File: src/design/lpwc_consts.svh
`ifndef LPWC_CONSTS_SVH
`define LPWC_CONSTS_SVH
`define LPWC_ADDR_W 8
`define LPWC_OFF_CTRL 8'h00
`define LPWC_OFF_STATUS 8'h04
`define LPWC_OFF_START0 8'h08
`define LPWC_OFF_BO_CTRL 8'h0C
`define LPWC_OFF_PDRUN 8'h10
`define LPWC_OFF_WDMODE 8'h14
`define LPWC_OFF_RTCOSC 8'h18
`define LPWC_OFF_CLKGATE 8'h1C
`define LPWC_OFF_TIMERS 8'h20
`define LPWC_OFF_SERMODE 8'h24
`define LPWC_OFF_IRQ_STAT 8'h28
`define LPWC_OFF_IRQ_EN 8'h2C
`define LPWC_OFF_IRQ_CLR 8'h30
`define LPWC_OFF_INTC_EN 8'h34
`define LPWC_SRC_PIN 0
`define LPWC_SRC_BOD 1
`define LPWC_SRC_WDT 2
`define LPWC_SRC_RTC1HZ 3
`define LPWC_SRC_RTC1K 4
`define LPWC_SRC_MTICK 5
`define LPWC_SRC_SER 6
`define LPWC_SRC_USB0 7
`define LPWC_SRC_USB1 8
`define LPWC_NSRC 9
`define LPWC_CTRL_DSLEEP 0
`define LPWC_CTRL_DPD 1
`define LPWC_BOD_IRQ_EN 0
`define LPWC_BOD_RST_EN 1
`define LPWC_BOD_KEEP 2
`define LPWC_PD_WDOSC 0
`define LPWC_WD_EN 0
`define LPWC_WD_RST 1
`define LPWC_WD_IRQ 2
`define LPWC_WD_FED 3
`define LPWC_RTC_1HZ 0
`define LPWC_RTC_1KHZ 1
`define LPWC_CG_RTC 0
`define LPWC_CG_MTICK 1
`define LPWC_TM_COUNT 0
`define LPWC_TM_WAKE 1
`define LPWC_TM_MTICK 2
`define LPWC_SER_USART_SL 0
`define LPWC_SER_USART_32K 1
`define LPWC_SER_SPI_SL 2
`define LPWC_SER_I2C_SL 3
`define LPWC_EV_WAKE 0
`define LPWC_EV_RST 1
`define LPWC_EV_DPD_WAKE 2
`define LPWC_NEV 3
`define LPWC_RESP_OK 2'h0
`define LPWC_RESP_SLVERR 2'h2
`endif

File: src/design/lpwc_pkg.sv
package lpwc_pkg;
    typedef enum logic [2:0] {
        LPWC_ACTIVE = 3'b001,
        LPWC_DSLEEP = 3'b010,
        LPWC_DPD = 3'b100
    } lpwc_mode_e;
endpackage

File: src/design/lpwc_top.sv
// The AXI4-Lite interface to the registers and the register addresses were chosen for this implementation.
`timescale 1ns/1ps
`include "lpwc_consts.svh"
module lpwc_top
    import lpwc_pkg::*;
(
    input wire logic i_clk,
    input wire logic i_rst,
    input wire logic i_reset_pin_n,
    input wire logic i_pin_irq,
    input wire logic i_bod_irq,
    input wire logic i_bod_reset,
    input wire logic i_wdt_irq,
    input wire logic i_wdt_timeout,
    input wire logic i_one_hertz_alarm_flag,
    input wire logic i_rtc_wake_irq,
    input wire logic i_mtick_irq,
    input wire logic i_usart_irq,
    input wire logic i_spi_irq,
    input wire logic i_i2c_irq,
    input wire logic i_usb0_need_clk,
    input wire logic i_usb1_need_clk,
    input wire logic [`LPWC_ADDR_W-1:0] i_awaddr,
    input wire logic i_awvalid,
    output logic o_awready,
    input wire logic [31:0] i_wdata,
    input wire logic [3:0] i_wstrb,
    input wire logic i_wvalid,
    output logic o_wready,
    output logic [1:0] o_bresp,
    output logic o_bvalid,
    input wire logic i_bready,
    input wire logic [`LPWC_ADDR_W-1:0] i_araddr,
    input wire logic i_arvalid,
    output logic o_arready,
    output logic [31:0] o_rdata,
    output logic [1:0] o_rresp,
    output logic o_rvalid,
    input wire logic i_rready,
    output logic [2:0] o_mode,
    output logic o_wake_req,
    output logic o_chip_reset,
    output logic o_core_power_on,
    output logic o_rtc_power_on,
    output logic o_pins_tristate,
    output logic o_irq
);
    localparam int NS = `LPWC_NSRC;

    // Pin synchronisers, two stages each
    localparam int NI = 14;
    logic [NI-1:0] sync1;
    logic [NI-1:0] sync2;
    always_ff @(posedge i_clk) begin
        sync1 <= {i_reset_pin_n, i_pin_irq, i_bod_irq, i_bod_reset, i_wdt_irq,
            i_wdt_timeout, i_one_hertz_alarm_flag, i_rtc_wake_irq, i_mtick_irq,
            i_usart_irq, i_spi_irq, i_i2c_irq, i_usb0_need_clk, i_usb1_need_clk};
        sync2 <= sync1;
    end
    logic rst_pin_n, s_pin, s_bod, s_bod_rst, s_wdt, s_wdt_to, s_alarm, s_rtcwk;
    logic s_mtick, s_usart, s_spi, s_i2c, s_usb0, s_usb1;
    assign {rst_pin_n, s_pin, s_bod, s_bod_rst, s_wdt, s_wdt_to, s_alarm, s_rtcwk,
        s_mtick, s_usart, s_spi, s_i2c, s_usb0, s_usb1} = sync2;

    lpwc_mode_e mode;
    logic [1:0] ctrl;
    logic [NS-1:0] start0;
    logic [2:0] bo_ctrl;
    logic pdrun;
    logic [3:0] wdmode;
    logic [1:0] rtcosc;
    logic [1:0] clkgate;
    logic [2:0] timers;
    logic [3:0] sermode;
    logic [NS-1:0] intc_en;
    logic [`LPWC_NEV-1:0] irq_stat;
    logic [`LPWC_NEV-1:0] irq_en;
    logic wake_dsleep, wake_dpd, rst_dsleep, pin_reset;
    logic [NS-1:0] src_ev;
    logic [NS-1:0] src_ok;

    // power-domain loss: deep power-down wake or reset pin clears
    logic dom_clear;
    assign pin_reset = ~rst_pin_n;
    assign dom_clear = i_rst | pin_reset | (mode == LPWC_DPD && wake_dpd);

    logic ser_ev;
    assign ser_ev = (s_usart & (sermode[`LPWC_SER_USART_SL] | sermode[`LPWC_SER_USART_32K]))
        | (s_spi & sermode[`LPWC_SER_SPI_SL]) | (s_i2c & sermode[`LPWC_SER_I2C_SL]);

    always_comb begin
        src_ev = '0;
        src_ok = '1;
        src_ev[`LPWC_SRC_PIN] = s_pin;
        src_ok[`LPWC_SRC_PIN] = intc_en[`LPWC_SRC_PIN];
        src_ev[`LPWC_SRC_BOD] = s_bod;
        src_ok[`LPWC_SRC_BOD] = intc_en[`LPWC_SRC_BOD] & bo_ctrl[`LPWC_BOD_IRQ_EN]
            & bo_ctrl[`LPWC_BOD_KEEP];
        src_ev[`LPWC_SRC_WDT] = s_wdt;
        src_ok[`LPWC_SRC_WDT] = intc_en[`LPWC_SRC_WDT] & pdrun & wdmode[`LPWC_WD_EN]
            & wdmode[`LPWC_WD_FED] & wdmode[`LPWC_WD_IRQ];
        src_ev[`LPWC_SRC_RTC1HZ] = s_alarm;
        src_ok[`LPWC_SRC_RTC1HZ] = rtcosc[`LPWC_RTC_1HZ] & timers[`LPWC_TM_COUNT]
            & clkgate[`LPWC_CG_RTC];
        src_ev[`LPWC_SRC_RTC1K] = s_rtcwk;
        src_ok[`LPWC_SRC_RTC1K] = rtcosc[`LPWC_RTC_1HZ] & rtcosc[`LPWC_RTC_1KHZ]
            & timers[`LPWC_TM_WAKE];
        src_ev[`LPWC_SRC_MTICK] = s_mtick;
        src_ok[`LPWC_SRC_MTICK] = pdrun & clkgate[`LPWC_CG_MTICK] & timers[`LPWC_TM_MTICK];
        src_ev[`LPWC_SRC_SER] = ser_ev;
        src_ev[`LPWC_SRC_USB0] = s_usb0;
        src_ev[`LPWC_SRC_USB1] = s_usb1;
    end

    assign wake_dsleep = |(src_ev & src_ok & start0);
    assign rst_dsleep = (s_bod_rst & bo_ctrl[`LPWC_BOD_RST_EN])
        | (s_wdt_to & pdrun & wdmode[`LPWC_WD_EN] & wdmode[`LPWC_WD_RST]
        & wdmode[`LPWC_WD_FED]);
    // only alarm paths raise wake_dpd; the reset pin also ends deep power-down
    assign wake_dpd = rtcosc[`LPWC_RTC_1HZ] & timers[`LPWC_TM_COUNT]
        & (s_alarm | (s_rtcwk & rtcosc[`LPWC_RTC_1KHZ] & timers[`LPWC_TM_WAKE]));

    // Mode sequencer
    always_ff @(posedge i_clk) begin
        if (i_rst || pin_reset) begin
            mode <= LPWC_ACTIVE;
        end else begin
            case (mode)
                LPWC_ACTIVE: begin
                    if (ctrl[`LPWC_CTRL_DPD]) begin
                        mode <= LPWC_DPD;
                    end else if (ctrl[`LPWC_CTRL_DSLEEP]) begin
                        mode <= LPWC_DSLEEP;
                    end
                end
                LPWC_DSLEEP: begin
                    if (wake_dsleep || rst_dsleep) begin
                        mode <= LPWC_ACTIVE;
                    end
                end
                LPWC_DPD: begin
                    if (wake_dpd) begin
                        mode <= LPWC_ACTIVE;
                    end
                end
                default: mode <= LPWC_ACTIVE;
            endcase
        end
    end

    assign o_mode = mode;
    assign o_wake_req = (mode == LPWC_DSLEEP && wake_dsleep) || (mode == LPWC_DPD && wake_dpd)
        || pin_reset;
    always_ff @(posedge i_clk) begin
        if (i_rst) begin
            o_chip_reset <= 1'b0;
        end else begin
            o_chip_reset <= pin_reset || (mode == LPWC_DSLEEP && rst_dsleep)
                || (mode == LPWC_DPD && wake_dpd);
        end
    end
    assign o_core_power_on = (mode != LPWC_DPD);
    assign o_rtc_power_on = 1'b1;
    assign o_pins_tristate = (mode == LPWC_DPD);

    // AXI4-Lite write path
    logic aw_hold, w_hold;
    logic [`LPWC_ADDR_W-1:0] aw_addr;
    logic [31:0] w_data;
    logic [3:0] w_strb;
    logic wr_do, wr_ok;
    assign o_awready = ~aw_hold & ~o_bvalid;
    assign o_wready = ~w_hold & ~o_bvalid;
    assign wr_do = aw_hold & w_hold & ~o_bvalid;
    always_ff @(posedge i_clk) begin
        if (i_rst) begin
            aw_hold <= 1'b0;
            w_hold <= 1'b0;
            aw_addr <= '0;
            w_data <= '0;
            w_strb <= '0;
        end else begin
            if (i_awvalid && o_awready) begin
                aw_hold <= 1'b1;
                aw_addr <= i_awaddr;
            end else if (wr_do) begin
                aw_hold <= 1'b0;
            end
            if (i_wvalid && o_wready) begin
                w_hold <= 1'b1;
                w_data <= i_wdata;
                w_strb <= i_wstrb;
            end else if (wr_do) begin
                w_hold <= 1'b0;
            end
        end
    end
    always_ff @(posedge i_clk) begin
        if (i_rst) begin
            o_bvalid <= 1'b0;
            o_bresp <= `LPWC_RESP_OK;
        end else if (wr_do) begin
            o_bvalid <= 1'b1;
            o_bresp <= wr_ok ? `LPWC_RESP_OK : `LPWC_RESP_SLVERR;
        end else if (i_bready) begin
            o_bvalid <= 1'b0;
        end
    end
    always_comb begin
        case (aw_addr)
            `LPWC_OFF_CTRL, `LPWC_OFF_START0, `LPWC_OFF_BO_CTRL, `LPWC_OFF_PDRUN,
            `LPWC_OFF_WDMODE, `LPWC_OFF_RTCOSC, `LPWC_OFF_CLKGATE, `LPWC_OFF_TIMERS,
            `LPWC_OFF_SERMODE, `LPWC_OFF_IRQ_EN, `LPWC_OFF_IRQ_CLR,
            `LPWC_OFF_INTC_EN: wr_ok = 1'b1;
            default: wr_ok = 1'b0;
        endcase
    end

    // Configuration registers, lost in deep power-down
    logic wb0, wb1;
    assign wb0 = wr_do & w_strb[0];
    assign wb1 = wr_do & w_strb[1];
    always_ff @(posedge i_clk) begin
        if (dom_clear) begin
            ctrl <= '0;
            start0 <= '0;
            bo_ctrl <= '0;
            pdrun <= 1'b0;
            wdmode <= '0;
            clkgate <= '0;
            timers <= '0;
            sermode <= '0;
            intc_en <= '0;
            irq_en <= '0;
        end else begin
            if (mode != LPWC_ACTIVE) begin
                ctrl <= '0;
            end else if (wb0 && aw_addr == `LPWC_OFF_CTRL) begin
                ctrl <= w_data[1:0];
            end
            if (wb0 && aw_addr == `LPWC_OFF_START0) begin
                start0[7:0] <= w_data[7:0];
            end
            if (wb1 && aw_addr == `LPWC_OFF_START0) begin
                start0[NS-1:8] <= w_data[NS-1:8];
            end
            if (wb0 && aw_addr == `LPWC_OFF_INTC_EN) begin
                intc_en[7:0] <= w_data[7:0];
            end
            if (wb1 && aw_addr == `LPWC_OFF_INTC_EN) begin
                intc_en[NS-1:8] <= w_data[NS-1:8];
            end
            if (wb0 && aw_addr == `LPWC_OFF_BO_CTRL) begin
                bo_ctrl <= w_data[2:0];
            end
            if (wb0 && aw_addr == `LPWC_OFF_PDRUN) begin
                pdrun <= w_data[`LPWC_PD_WDOSC];
            end
            if (wb0 && aw_addr == `LPWC_OFF_WDMODE) begin
                wdmode <= w_data[3:0];
            end
            if (wb0 && aw_addr == `LPWC_OFF_CLKGATE) begin
                clkgate <= w_data[1:0];
            end
            if (wb0 && aw_addr == `LPWC_OFF_TIMERS) begin
                timers <= w_data[2:0];
            end
            if (wb0 && aw_addr == `LPWC_OFF_SERMODE) begin
                sermode <= w_data[3:0];
            end
            if (wb0 && aw_addr == `LPWC_OFF_IRQ_EN) begin
                irq_en <= w_data[`LPWC_NEV-1:0];
            end
        end
    end
    // Always-on RTC oscillator control survives deep power-down
    always_ff @(posedge i_clk) begin
        if (i_rst || pin_reset) begin
            rtcosc <= '0;
        end else if (wb0 && aw_addr == `LPWC_OFF_RTCOSC) begin
            rtcosc <= w_data[1:0];
        end
    end

    // Sticky event status; set wins over clear
    logic [`LPWC_NEV-1:0] ev_set;
    logic [`LPWC_NEV-1:0] ev_clr;
    assign ev_set[`LPWC_EV_WAKE] = (mode == LPWC_DSLEEP) && wake_dsleep;
    assign ev_set[`LPWC_EV_RST] = (mode == LPWC_DSLEEP) && rst_dsleep;
    assign ev_set[`LPWC_EV_DPD_WAKE] = (mode == LPWC_DPD) && wake_dpd;
    assign ev_clr = (wb0 && aw_addr == `LPWC_OFF_IRQ_CLR) ? w_data[`LPWC_NEV-1:0] : '0;
    always_ff @(posedge i_clk) begin
        if (i_rst) begin
            irq_stat <= '0;
        end else begin
            irq_stat <= (irq_stat & ~ev_clr) | ev_set;
        end
    end
    assign o_irq = |(irq_stat & irq_en);

    // AXI4-Lite read path
    logic [31:0] rd_val;
    logic rd_ok;
    assign o_arready = ~o_rvalid;
    always_comb begin
        rd_val = '0;
        rd_ok = 1'b1;
        case (i_araddr)
            `LPWC_OFF_CTRL: rd_val[1:0] = ctrl;
            `LPWC_OFF_STATUS: rd_val[2:0] = mode;
            `LPWC_OFF_START0: rd_val[NS-1:0] = start0;
            `LPWC_OFF_BO_CTRL: rd_val[2:0] = bo_ctrl;
            `LPWC_OFF_PDRUN: rd_val[0] = pdrun;
            `LPWC_OFF_WDMODE: rd_val[3:0] = wdmode;
            `LPWC_OFF_RTCOSC: rd_val[1:0] = rtcosc;
            `LPWC_OFF_CLKGATE: rd_val[1:0] = clkgate;
            `LPWC_OFF_TIMERS: rd_val[2:0] = timers;
            `LPWC_OFF_SERMODE: rd_val[3:0] = sermode;
            `LPWC_OFF_IRQ_STAT: rd_val[`LPWC_NEV-1:0] = irq_stat;
            `LPWC_OFF_IRQ_EN: rd_val[`LPWC_NEV-1:0] = irq_en;
            `LPWC_OFF_IRQ_CLR: rd_val = '0;
            `LPWC_OFF_INTC_EN: rd_val[NS-1:0] = intc_en;
            default: rd_ok = 1'b0;
        endcase
    end
    always_ff @(posedge i_clk) begin
        if (i_rst) begin
            o_rvalid <= 1'b0;
            o_rdata <= '0;
            o_rresp <= `LPWC_RESP_OK;
        end else if (i_arvalid && o_arready) begin
            o_rvalid <= 1'b1;
            o_rdata <= rd_val;
            o_rresp <= rd_ok ? `LPWC_RESP_OK : `LPWC_RESP_SLVERR;
        end else if (i_rready) begin
            o_rvalid <= 1'b0;
        end
    end
endmodule // lpwc_top

File: config.mk
export PLATFORM = sky130hd
export DESIGN_NAME = lpwc_top
export DESIGN_NICKNAME = d
export VERILOG_FILES = /design/src/design/lpwc_pkg.sv /design/src/design/lpwc_top.sv
export VERILOG_INCLUDE_DIRS = /design/src /design/src/design
export SDC_FILE = /design/constraint.sdc
export NUM_CORES = 1
export LEC_CHECK = 0
export BUFFER_PORTS_ARGS = -buffer_cell sky130_fd_sc_hd__buf_2
export CORE_MARGIN = 4
export CORE_UTILIZATION = 36
export CTS_CLUSTER_SIZE = 14
export DETAILED_ROUTE_END_ITERATION = 10
export PLACE_DENSITY = 0.62
export SLEW_MARGIN = 10
export SYNTH_ARGS = -nofsm -noshare
export SYNTH_HDL_FRONTEND = slang
export SYNTH_SLANG_ARGS = --single-unit
File: constraint.sdc
create_clock -name i_clk -period 1.91 [get_ports i_clk]
set_input_delay 0.2865 -clock i_clk [delete_from_list [all_inputs] [get_ports i_clk]]
set_output_delay 0.2865 -clock i_clk [all_outputs]
set_load 0.02 [all_outputs]
==> results of run 1 <==
## metrics by stage
step / instances / utilization [%] / hold WS [ns] / power [uW] / cell area [um2]
2_1_floorplan: 556 / - / 0.310 / 2820 / 4730
3_3_place_gp: 765 / 40.7 / 0.315 / 2930 / 5130
3_5_place_dp: 765 / 40.7 / 0.312 / 2940 / 5130
4_1_cts: 784 / 43.3 / 0.0333 / 4710 / 5470
5_1_grt: 785 / 43.4 / 0.0283 / 4860 / 5470
6_report: 785 / 43.4 / 0.0429 / 4660 / 5470
## critical path: stages, from the launching register on
cell and delay (ns):
sky130_fd_sc_hd__dfxtp_2 0.32, sky130_fd_sc_hd__a22oi_2 0.22, sky130_fd_sc_hd__o211ai_1 0.14, sky130_fd_sc_hd__nor4_2 0.33
sky130_fd_sc_hd__buf_4 0.18, sky130_fd_sc_hd__nand2b_4 0.12, sky130_fd_sc_hd__nand3_2 0.06, sky130_fd_sc_hd__buf_6 0.13
## state kept, by name, indices dropped and copies added, names as in the netlist, 3 cells and up
register / cells
intc_en: 9
sync2: 14
o_mode: 3
o_rdata: 9
bo_ctrl: 3
sermode: 4
w_data: 9
aw_addr: 8
start0: 9
irq_stat: 3
timers: 3
sync1: 14
wdmode: 4
irq_en: 3
## logic make-up (layout without fill, tap and decap cells)
| family | after synthesis | in the layout | synth area share, % |
|---|---|---|---|
| compound gates | 93 | 93 | 12.4 |
| mux | 35 | 35 | 7.69 |
| simple gates | 230 | 230 | 24.3 |
| buf+inv | 61 | 118 | 7.50 |
| other cells | 2 | 26 | 0.162 |
| flops | 111 | 111 | 47.9 |
## cell type report
class                      count  share of cell area [%]
clock inverter                 5                   0.914
inverter                       9                   0.617
timing repair buffer          93                    9.85
sequential                   111                    40.6
tap                          172                    3.93
clock buffer                  11                    4.25
multi-input combinational    384                    39.8
## cells in the mapped netlist (2+ instances only)
master	count	share of area (%)
sky130_fd_sc_hd__a31oi_1	2	0.27
sky130_fd_sc_hd__nand2b_1	8	1.1
sky130_fd_sc_hd__inv_1	9	0.73
sky130_fd_sc_hd__nand4_1	5	0.67
sky130_fd_sc_hd__nand2_1	88	7.1
sky130_fd_sc_hd__nand3b_1	2	0.32
sky130_fd_sc_hd__mux2i_1	30	6.5
sky130_fd_sc_hd__or4b_1	2	0.43
sky130_fd_sc_hd__o22ai_1	3	0.40
sky130_fd_sc_hd__a221oi_1	7	1.3
sky130_fd_sc_hd__nand3_1	18	1.9
sky130_fd_sc_hd__nor4_1	4	0.54
sky130_fd_sc_hd__nor3_1	18	1.9
sky130_fd_sc_hd__or3_1	2	0.27
sky130_fd_sc_hd__and2_1	4	0.54
sky130_fd_sc_hd__a311oi_1	4	0.76
sky130_fd_sc_hd__nor2b_1	4	0.54
sky130_fd_sc_hd__o211ai_1	2	0.32
sky130_fd_sc_hd__dfxtp_1	111	48
sky130_fd_sc_hd__o21ai_0	9	0.97
sky130_fd_sc_hd__clkbuf_1	18	1.5
sky130_fd_sc_hd__a22o_1	2	0.38
sky130_fd_sc_hd__buf_4	28	4.5
sky130_fd_sc_hd__and4_1	2	0.38
sky130_fd_sc_hd__mux2_2	5	1.2
sky130_fd_sc_hd__a22oi_1	5	0.81
sky130_fd_sc_hd__buf_2	5	0.54
sky130_fd_sc_hd__a211oi_1	2	0.32
sky130_fd_sc_hd__a21oi_1	50	5.4
sky130_fd_sc_hd__conb_1	2	0.16
sky130_fd_sc_hd__nor2_1	56	4.5
## layer usage
| layer | wire length, um | share of wire [%] | vias to the layer above |
|---|---|---|---|
| met5 | 0 | 0 | - |
| li1 | - | - | 1948 |
| met1 | 5250 | 46 | 1798 |
| met3 | 693 | 6.1 | 10 |
| met4 | 123 | 1.1 | 0 |
| met2 | 5260 | 46 | 112 |
## power groups by stage
stage	clock [uW]	combinational [uW]	sequential [uW]
6_report	1780	416	2470
5_1_grt	1920	465	2480
4_1_cts	1830	418	2470
3_5_place_dp	0	416	2520
3_3_place_gp	0	411	2520
2_1_floorplan	0	304	2510
## timing repair
| item | in CTS | in global routing |
|---|---|---|
| buffers inserted | 3 | 1 |
| pin swaps | 4 | 3 |
| gates cloned | 0 | 0 |
| resized for setup | 7 | 0 |
| setup endpoints to repair | 1 | 1 |
| hold endpoints to repair | 0 | 0 |
## final timing paths
check / to / from
worst min register to register: sync2[5]$_DFF_P_ / sync1[5]$_DFF_P_
worst max register to register: o_mode[0]$_SDFFE_PP1P_ / start0[7]$_SDFFE_PP0P_
worst min-delay path: sync1[13]$_DFF_P_ / i_reset_pin_n
worst max-delay path: o_wake_req / start0[7]$_SDFFE_PP0P_
==> results.md, run 1 <==
- The routed design has 11300 um of wire.
- The HPWL after detailed placement is 8660 um.
- The sum of negative setup slack is -0.215 ns.
- Clock latency on the worst-skew pair, taken at its later pin, is 0.34 ns.
- The count of H-tree levels built during CTS is 3.
- The global-route wire length before repair is 18200 um.
- In this run the worst hold path is classified as in -> reg.
- The global routing met2 resource utilization is 24.5%.
- The sequential cells in the finished layout cover a total of 2220 um2.
- The share of synthesized registers carrying an async set or reset is 0%.
- The final reports fail on negative setup slack.
- The worst setup path is captured at an output pin.
- The share of the cycle needed by the critical path after routing is 111%.
- Of the total power, combinational logic draws 8.9%.
- The number of buffers inserted during clock tree synthesis is 9.
- The setup check on the worst reg-to-reg path leaves a slack of 0.12 ns.
- For this design the top-level I/O count stands at 123.
- The overall die height is 121 um.
- The pin count of the biggest net entering global routing is 41.
- The buffer cell driving the clock tree root is sky130_fd_sc_hd__clkbuf_16.
- The final routed DRC violation total is 0.
- The post-route minimum period is 2.12 ns.
- Dividing the detail-routed via count by the number of cells gives 4.93.
- The number of pins exceeding their max-slew limit in the final report came to 0.
- The first-iteration detailed-routing DRC count is 308.
- Counting the fill cells in the layout gives 1286.
- The critical path is of the reg -> out type.
- The clock net in this run drives a total of 111 sinks.
- The share of total power dissipated in sequential elements is 52.9%.
- After synthesis the cells add up to 4640 um2.
- The number of enable-type register cells in the synthesized netlist is 0.
- The netlist uses 56 different library cells.
- The global-route layer with the greatest usage is met2.
- The relative slew slack is 54.1%.
- The most used flip-flop cell after synthesis is sky130_fd_sc_hd__dfxtp_1.
- The flow ran to the end, but the final reports show violations.
- The number of cells on the worst hold path is 1.
- The analysis attributes to net switching a power of 1210 uW.
- Setup repair after global routing could not meet its margin everywhere.
- The mean instance size in the synthesized netlist is 8.71 um2.
- The number of port buffers is 71.
- The initial antenna violation count is 0.
- Across all layers, the routed design uses 3868 vias.
- The wire length per cell is 14.4 um.
- Of the cells placed in the final design, the portion with a size suffix greater than 1 is 21.0%.
- The final RePlAce weighted congestion is 0.911.
- The relative area change from synthesis to final layout is 18.1%.
- The count of standard-cell rows is 41.
- The worst voltage drop across the vdd grid is 0.359 mV.
- The count of maximum capacitance violations is 0.
- Power spread over the standard cell area amounts to 851 nW/um2.
- The data required time of the worst path is 1.62 ns.
- The total area inside the core boundary comes to 12600 um2.
- Counting flops and latches in the post-synthesis netlist gives 111.
- The clock arrives with 0.0115 ns of skew.
- Leaving out fill and tap cells, the most frequent cells in the layout are sky130_fd_sc_hd__dfxtp_1 (110), sky130_fd_sc_hd__nand2_1 (88), sky130_fd_sc_hd__buf_2 (70).
- Sequential elements use 47.9% of the synthesized area.
- For this run, the number of Yosys warnings is 0.
- Global routing used 15.6% of the available tracks across all layers.
- The die footprint is 14800 um2.
- TritonCTS built the clock tree.
- The first detailed-routing pass took 4 iterations.
- The final setup violation count is 1.
- Once detail routing completed, the nets flagged for antenna violations numbered 0.
- The clock-pin slew on the worst setup and hold paths is 0.08 ns.
- Timing would allow up to 471 MHz.
- The final layout contains 681 nets.
- The fraction of power consumed by the clock network is 38.2%.
- The number of antenna diodes is 0.
- The area of the multi-input gates is 2180 um2.
- The largest fanout on the critical path is 2.
- The library cell used most frequently in the layout, excluding fill and tap cells, is sky130_fd_sc_hd__dfxtp_1.
- The leakage power is 0.00221 uW.
- In this run switching power makes up 25.9% of total power.
- The depth of the worst register-to-register path is 7.
- For the worst setup path, the data arrival time is 1.84 ns.
- The worst setup path is launched from a register.
- The setup slack of the critical path after layout is -0.215 ns.
- After global routing the overflow that remains totals 0.
- The number of global-route vias before repair is 3676.
- Before CTS, the worst setup slack after placement is 0.0592 ns.
- In this run the deepest clock path goes through 2 buffers.
- The initial core utilization is 36.7%.
- Global routing used 21.9% of the available met1 tracks.
- The number of buffers added to fix hold violations after cts is 0.
- The internal power of the cells is 3450 uW.
- The die width is 121 um.
- For the pin with the worst max-slew slack, the measured transition is 0.687 ns.
- The number of hold-slack violations in the final timing report is 0.
- The cell count after synthesis came out at 532.
- Global routing used 3.08% of the available met3 tracks.
Note: power is estimated with default switching activity, not from simulation.
==> run 2: changes to the inputs <==
--- a/config.mk
+++ b/config.mk
@@ -7,6 +7,7 @@
 export NUM_CORES = 1
 export LEC_CHECK = 0
 export BUFFER_PORTS_ARGS = -buffer_cell sky130_fd_sc_hd__buf_2
+export CORE_ASPECT_RATIO = 0.7
 export CORE_MARGIN = 4
 export CORE_UTILIZATION = 36
 export CTS_CLUSTER_SIZE = 14
==> results.md, run 2 (synthesis results as in run 1) <==
- Global routing finished with a remaining overflow of 0.
- The final setup violation count is 1.
- Data on the critical path is required at its endpoint by 1.62 ns.
- The worst voltage drop across the vdd grid is 0.409 mV.
- Data arrives at the worst endpoint at 1.83 ns.
- The largest fanout on the critical path is 2.
- The run finished, with violations left.
- The pin count of the biggest net entering global routing is 41.
- The category of the worst setup path capture point is an output pin.
- In this run, the number of DRC markers left after iteration 0 of detailed routing was 336.
- The number of hold-slack violations in the final timing report came to 0.
- The core area is 12500 um2.
- The initial antenna violation count is 0.
- The first TritonRoute pass finished after 5 iterations.
- The maximum count of clock buffers along a single path is 2.
- The count of H-tree levels built during CTS is 3.
- On the final layout, the worst hold slack is 0.0227 ns.
- The worst setup path is of the reg -> out kind.
- The number of top-level pins is 123.
- In this run the power density over the cells is 852 nW/um2.
- Using the TritonRoute via totals, the vias-per-cell ratio works out to 5.05.
- For this run, the post-layout net count is 685.
- The number of antenna diodes is 0.
- The die width is 144 um.
- Timing analysis after detailed placement gives a worst setup slack of -0.0167 ns.
- The remaining number of nets flagged by the antenna check after routing is 0.
- The final RePlAce weighted congestion is 0.887.
- The die is 103 um tall.
- The die footprint is 14800 um2.
- The clock sink count is 111.
- The measured slew at the worst slew-check pin is 0.664 ns.
- The floorplan has 34 rows.
- Counting I/O delays and the setup requirement, the final critical path takes 2.11 ns.
- The root buffer cell chosen for the clock tree is sky130_fd_sc_hd__clkbuf_16.
- The library cell used most frequently in the layout, excluding fill and tap cells, is sky130_fd_sc_hd__dfxtp_1.
- The number of pins exceeding their max-slew limit in the final report was 0.
- The combined global-route utilization of all metal layers is 17.5%.
- The signal on the critical path passes through a22oi_2 -> o211ai_1 -> nor4_2 -> buf_4 -> nand2b_4 -> nand3_2 -> buf_6.
- The half-perimeter wire length of the detailed placement result is 9410 um.
- The first global-routing pass estimated 19900 um of wire.
- The relative area change from synthesis to final layout is 18.7%.
- In the routed design, unresolved DRC markers number 0.
- The share of layout cells above drive strength 1 is 22.5%.
- The startpoint class of the critical path is a register.
- For the worst-skew pair, the clock arrives at the later sink with an insertion delay of 0.36 ns.
- The total wire length is 12200 um.
- TritonCTS built the clock tree.
- The largest registers in the layout are sync1: 14 flops, sync2: 14 flops.
- The number of global-route vias before repair is 3777.
- The largest single stage delay on the critical path is 0.36 ns.
- Across the run, the number of max-cap violations was 0.
- Based on the critical path, the design can be clocked at up to 473 MHz.
- The clock-pin slew on the worst setup and hold paths is 0.07 ns.
- In this run, post-CTS hold repair placed 0 buffers.
- In this run the tightest slew margin relative to its limit is 55.6%.
- The slowest stage of the critical path is the sky130_fd_sc_hd__dfxtp_4 cell.
- Setup repair after global routing could not meet its margin everywhere.
- The initial core utilization is 37.1%.
- The number of port buffers is 71.
- Summed over all cells, the static leakage comes to 0.00223 uW.
- The worst min-delay path class is in -> reg.
- The wire length per cell is 15.7 um.
- On the final layout, the worst clock skew is 0.00764 ns.
- Setup slack on the critical path of the routed design comes to -0.202 ns.
- The share of the cycle needed by the critical path after routing is 111%.
- The checks that failed: negative setup slack.
- In the layout the commonest cells are sky130_fd_sc_hd__dfxtp_1 (107), sky130_fd_sc_hd__nand2_1 (88), sky130_fd_sc_hd__buf_2 (70).
- The routed via count is 3937.
- Buffers inserted during clock tree synthesis total 9.
-- run 2: cell types whose count changed in the layout (fill, tap and decap cells not counted), sizes merged --
cell	previous run	this run
clkbuf	11	9
buf	93	97
clkinv	1	2
clkinvlp	1	2
-- run 2: worst max-delay path, delay by kind of cell, from the launching register on --
kind	cells	cell delay, ns
and+or+nand+nor	3	0.50
AOI/OAI and AO/OA	2	0.29
buffers and inverters	2	0.32
DFF	1	0.36
-- run 2: final cells by class --
type	instances	area (um2)
Fill cell	1232	7010
Sequential cell	111	2230
Multi-Input combinational cell	384	2180
Timing Repair Buffer	97	569
Clock buffer	9	225
Tap cell	162	203
Clock inverter	7	55.1
Inverter	9	33.8
-- run 2: final timing paths --
| kind | start | to | slack [ns] | depth (start not counted) |
|---|---|---|---|---|
| hold / removal | i_usb1_need_clk | sync1[0]$_DFF_P_ | 0.02 | 1 |
| setup reg to reg | start0[7]$_SDFFE_PP0P_ | o_mode[0]$_SDFFE_PP1P_ | 0.06 | 8 |
| setup / recovery | start0[7]$_SDFFE_PP0P_ | o_wake_req | -0.20 | 7 |
| hold reg to reg | sync1[11]$_DFF_P_ | sync2[11]$_DFF_P_ | 0.33 | 0 |
-- run 2: metal layers --
| metal | vias to the layer above | share of wire [%] | GRT usage, % |
|---|---|---|---|
| li1 | 1956 | - | - |
| met1 | 1826 | 50 | 25.8 |
| met2 | 140 | 41 | 25.1 |
| met3 | 15 | 7.7 | 4.64 |
| met4 | 0 | 1.2 | 4.78 |
| met5 | - | 0 | 0 |
-- run 2: through the flow --
| step | cells | instance area (um2) | setup TNS [ns] | total power (uW) | utilization (%) |
|---|---|---|---|---|---|
| 2_1_floorplan | 556 | 4730 | 0 | 2820 | - |
| 3_3_place_gp | 759 | 5150 | -0.0662 | 2930 | 41.2 |
| 3_5_place_dp | 759 | 5150 | -0.0167 | 2940 | 41.2 |
| 4_1_cts | 778 | 5490 | -0.224 | 4740 | 43.9 |
| 5_1_grt | 779 | 5500 | -0.258 | 4890 | 44.0 |
| 6_report | 779 | 5500 | -0.202 | 4690 | 44.0 |
-- run 2: repair_timing --
action | 4_1_cts | 5_1_grt
pin swaps | 4 | 4
hold endpoints to repair | 0 | 0
setup buffers | 3 | 1
gates resized for setup | 10 | 4
setup endpoints to repair | 1 | 1
-- run 2: where the power goes --
| part | switching [uW] | internal (uW) | leakage (uW) |
|---|---|---|---|
| clock | 899 | 899 | 0.000133 |
| combinational | 270 | 151 | 0.00118 |
| sequential | 72.9 | 2390 | 0.000913 |
| total | 1240 | 3440 | 0.00223 |
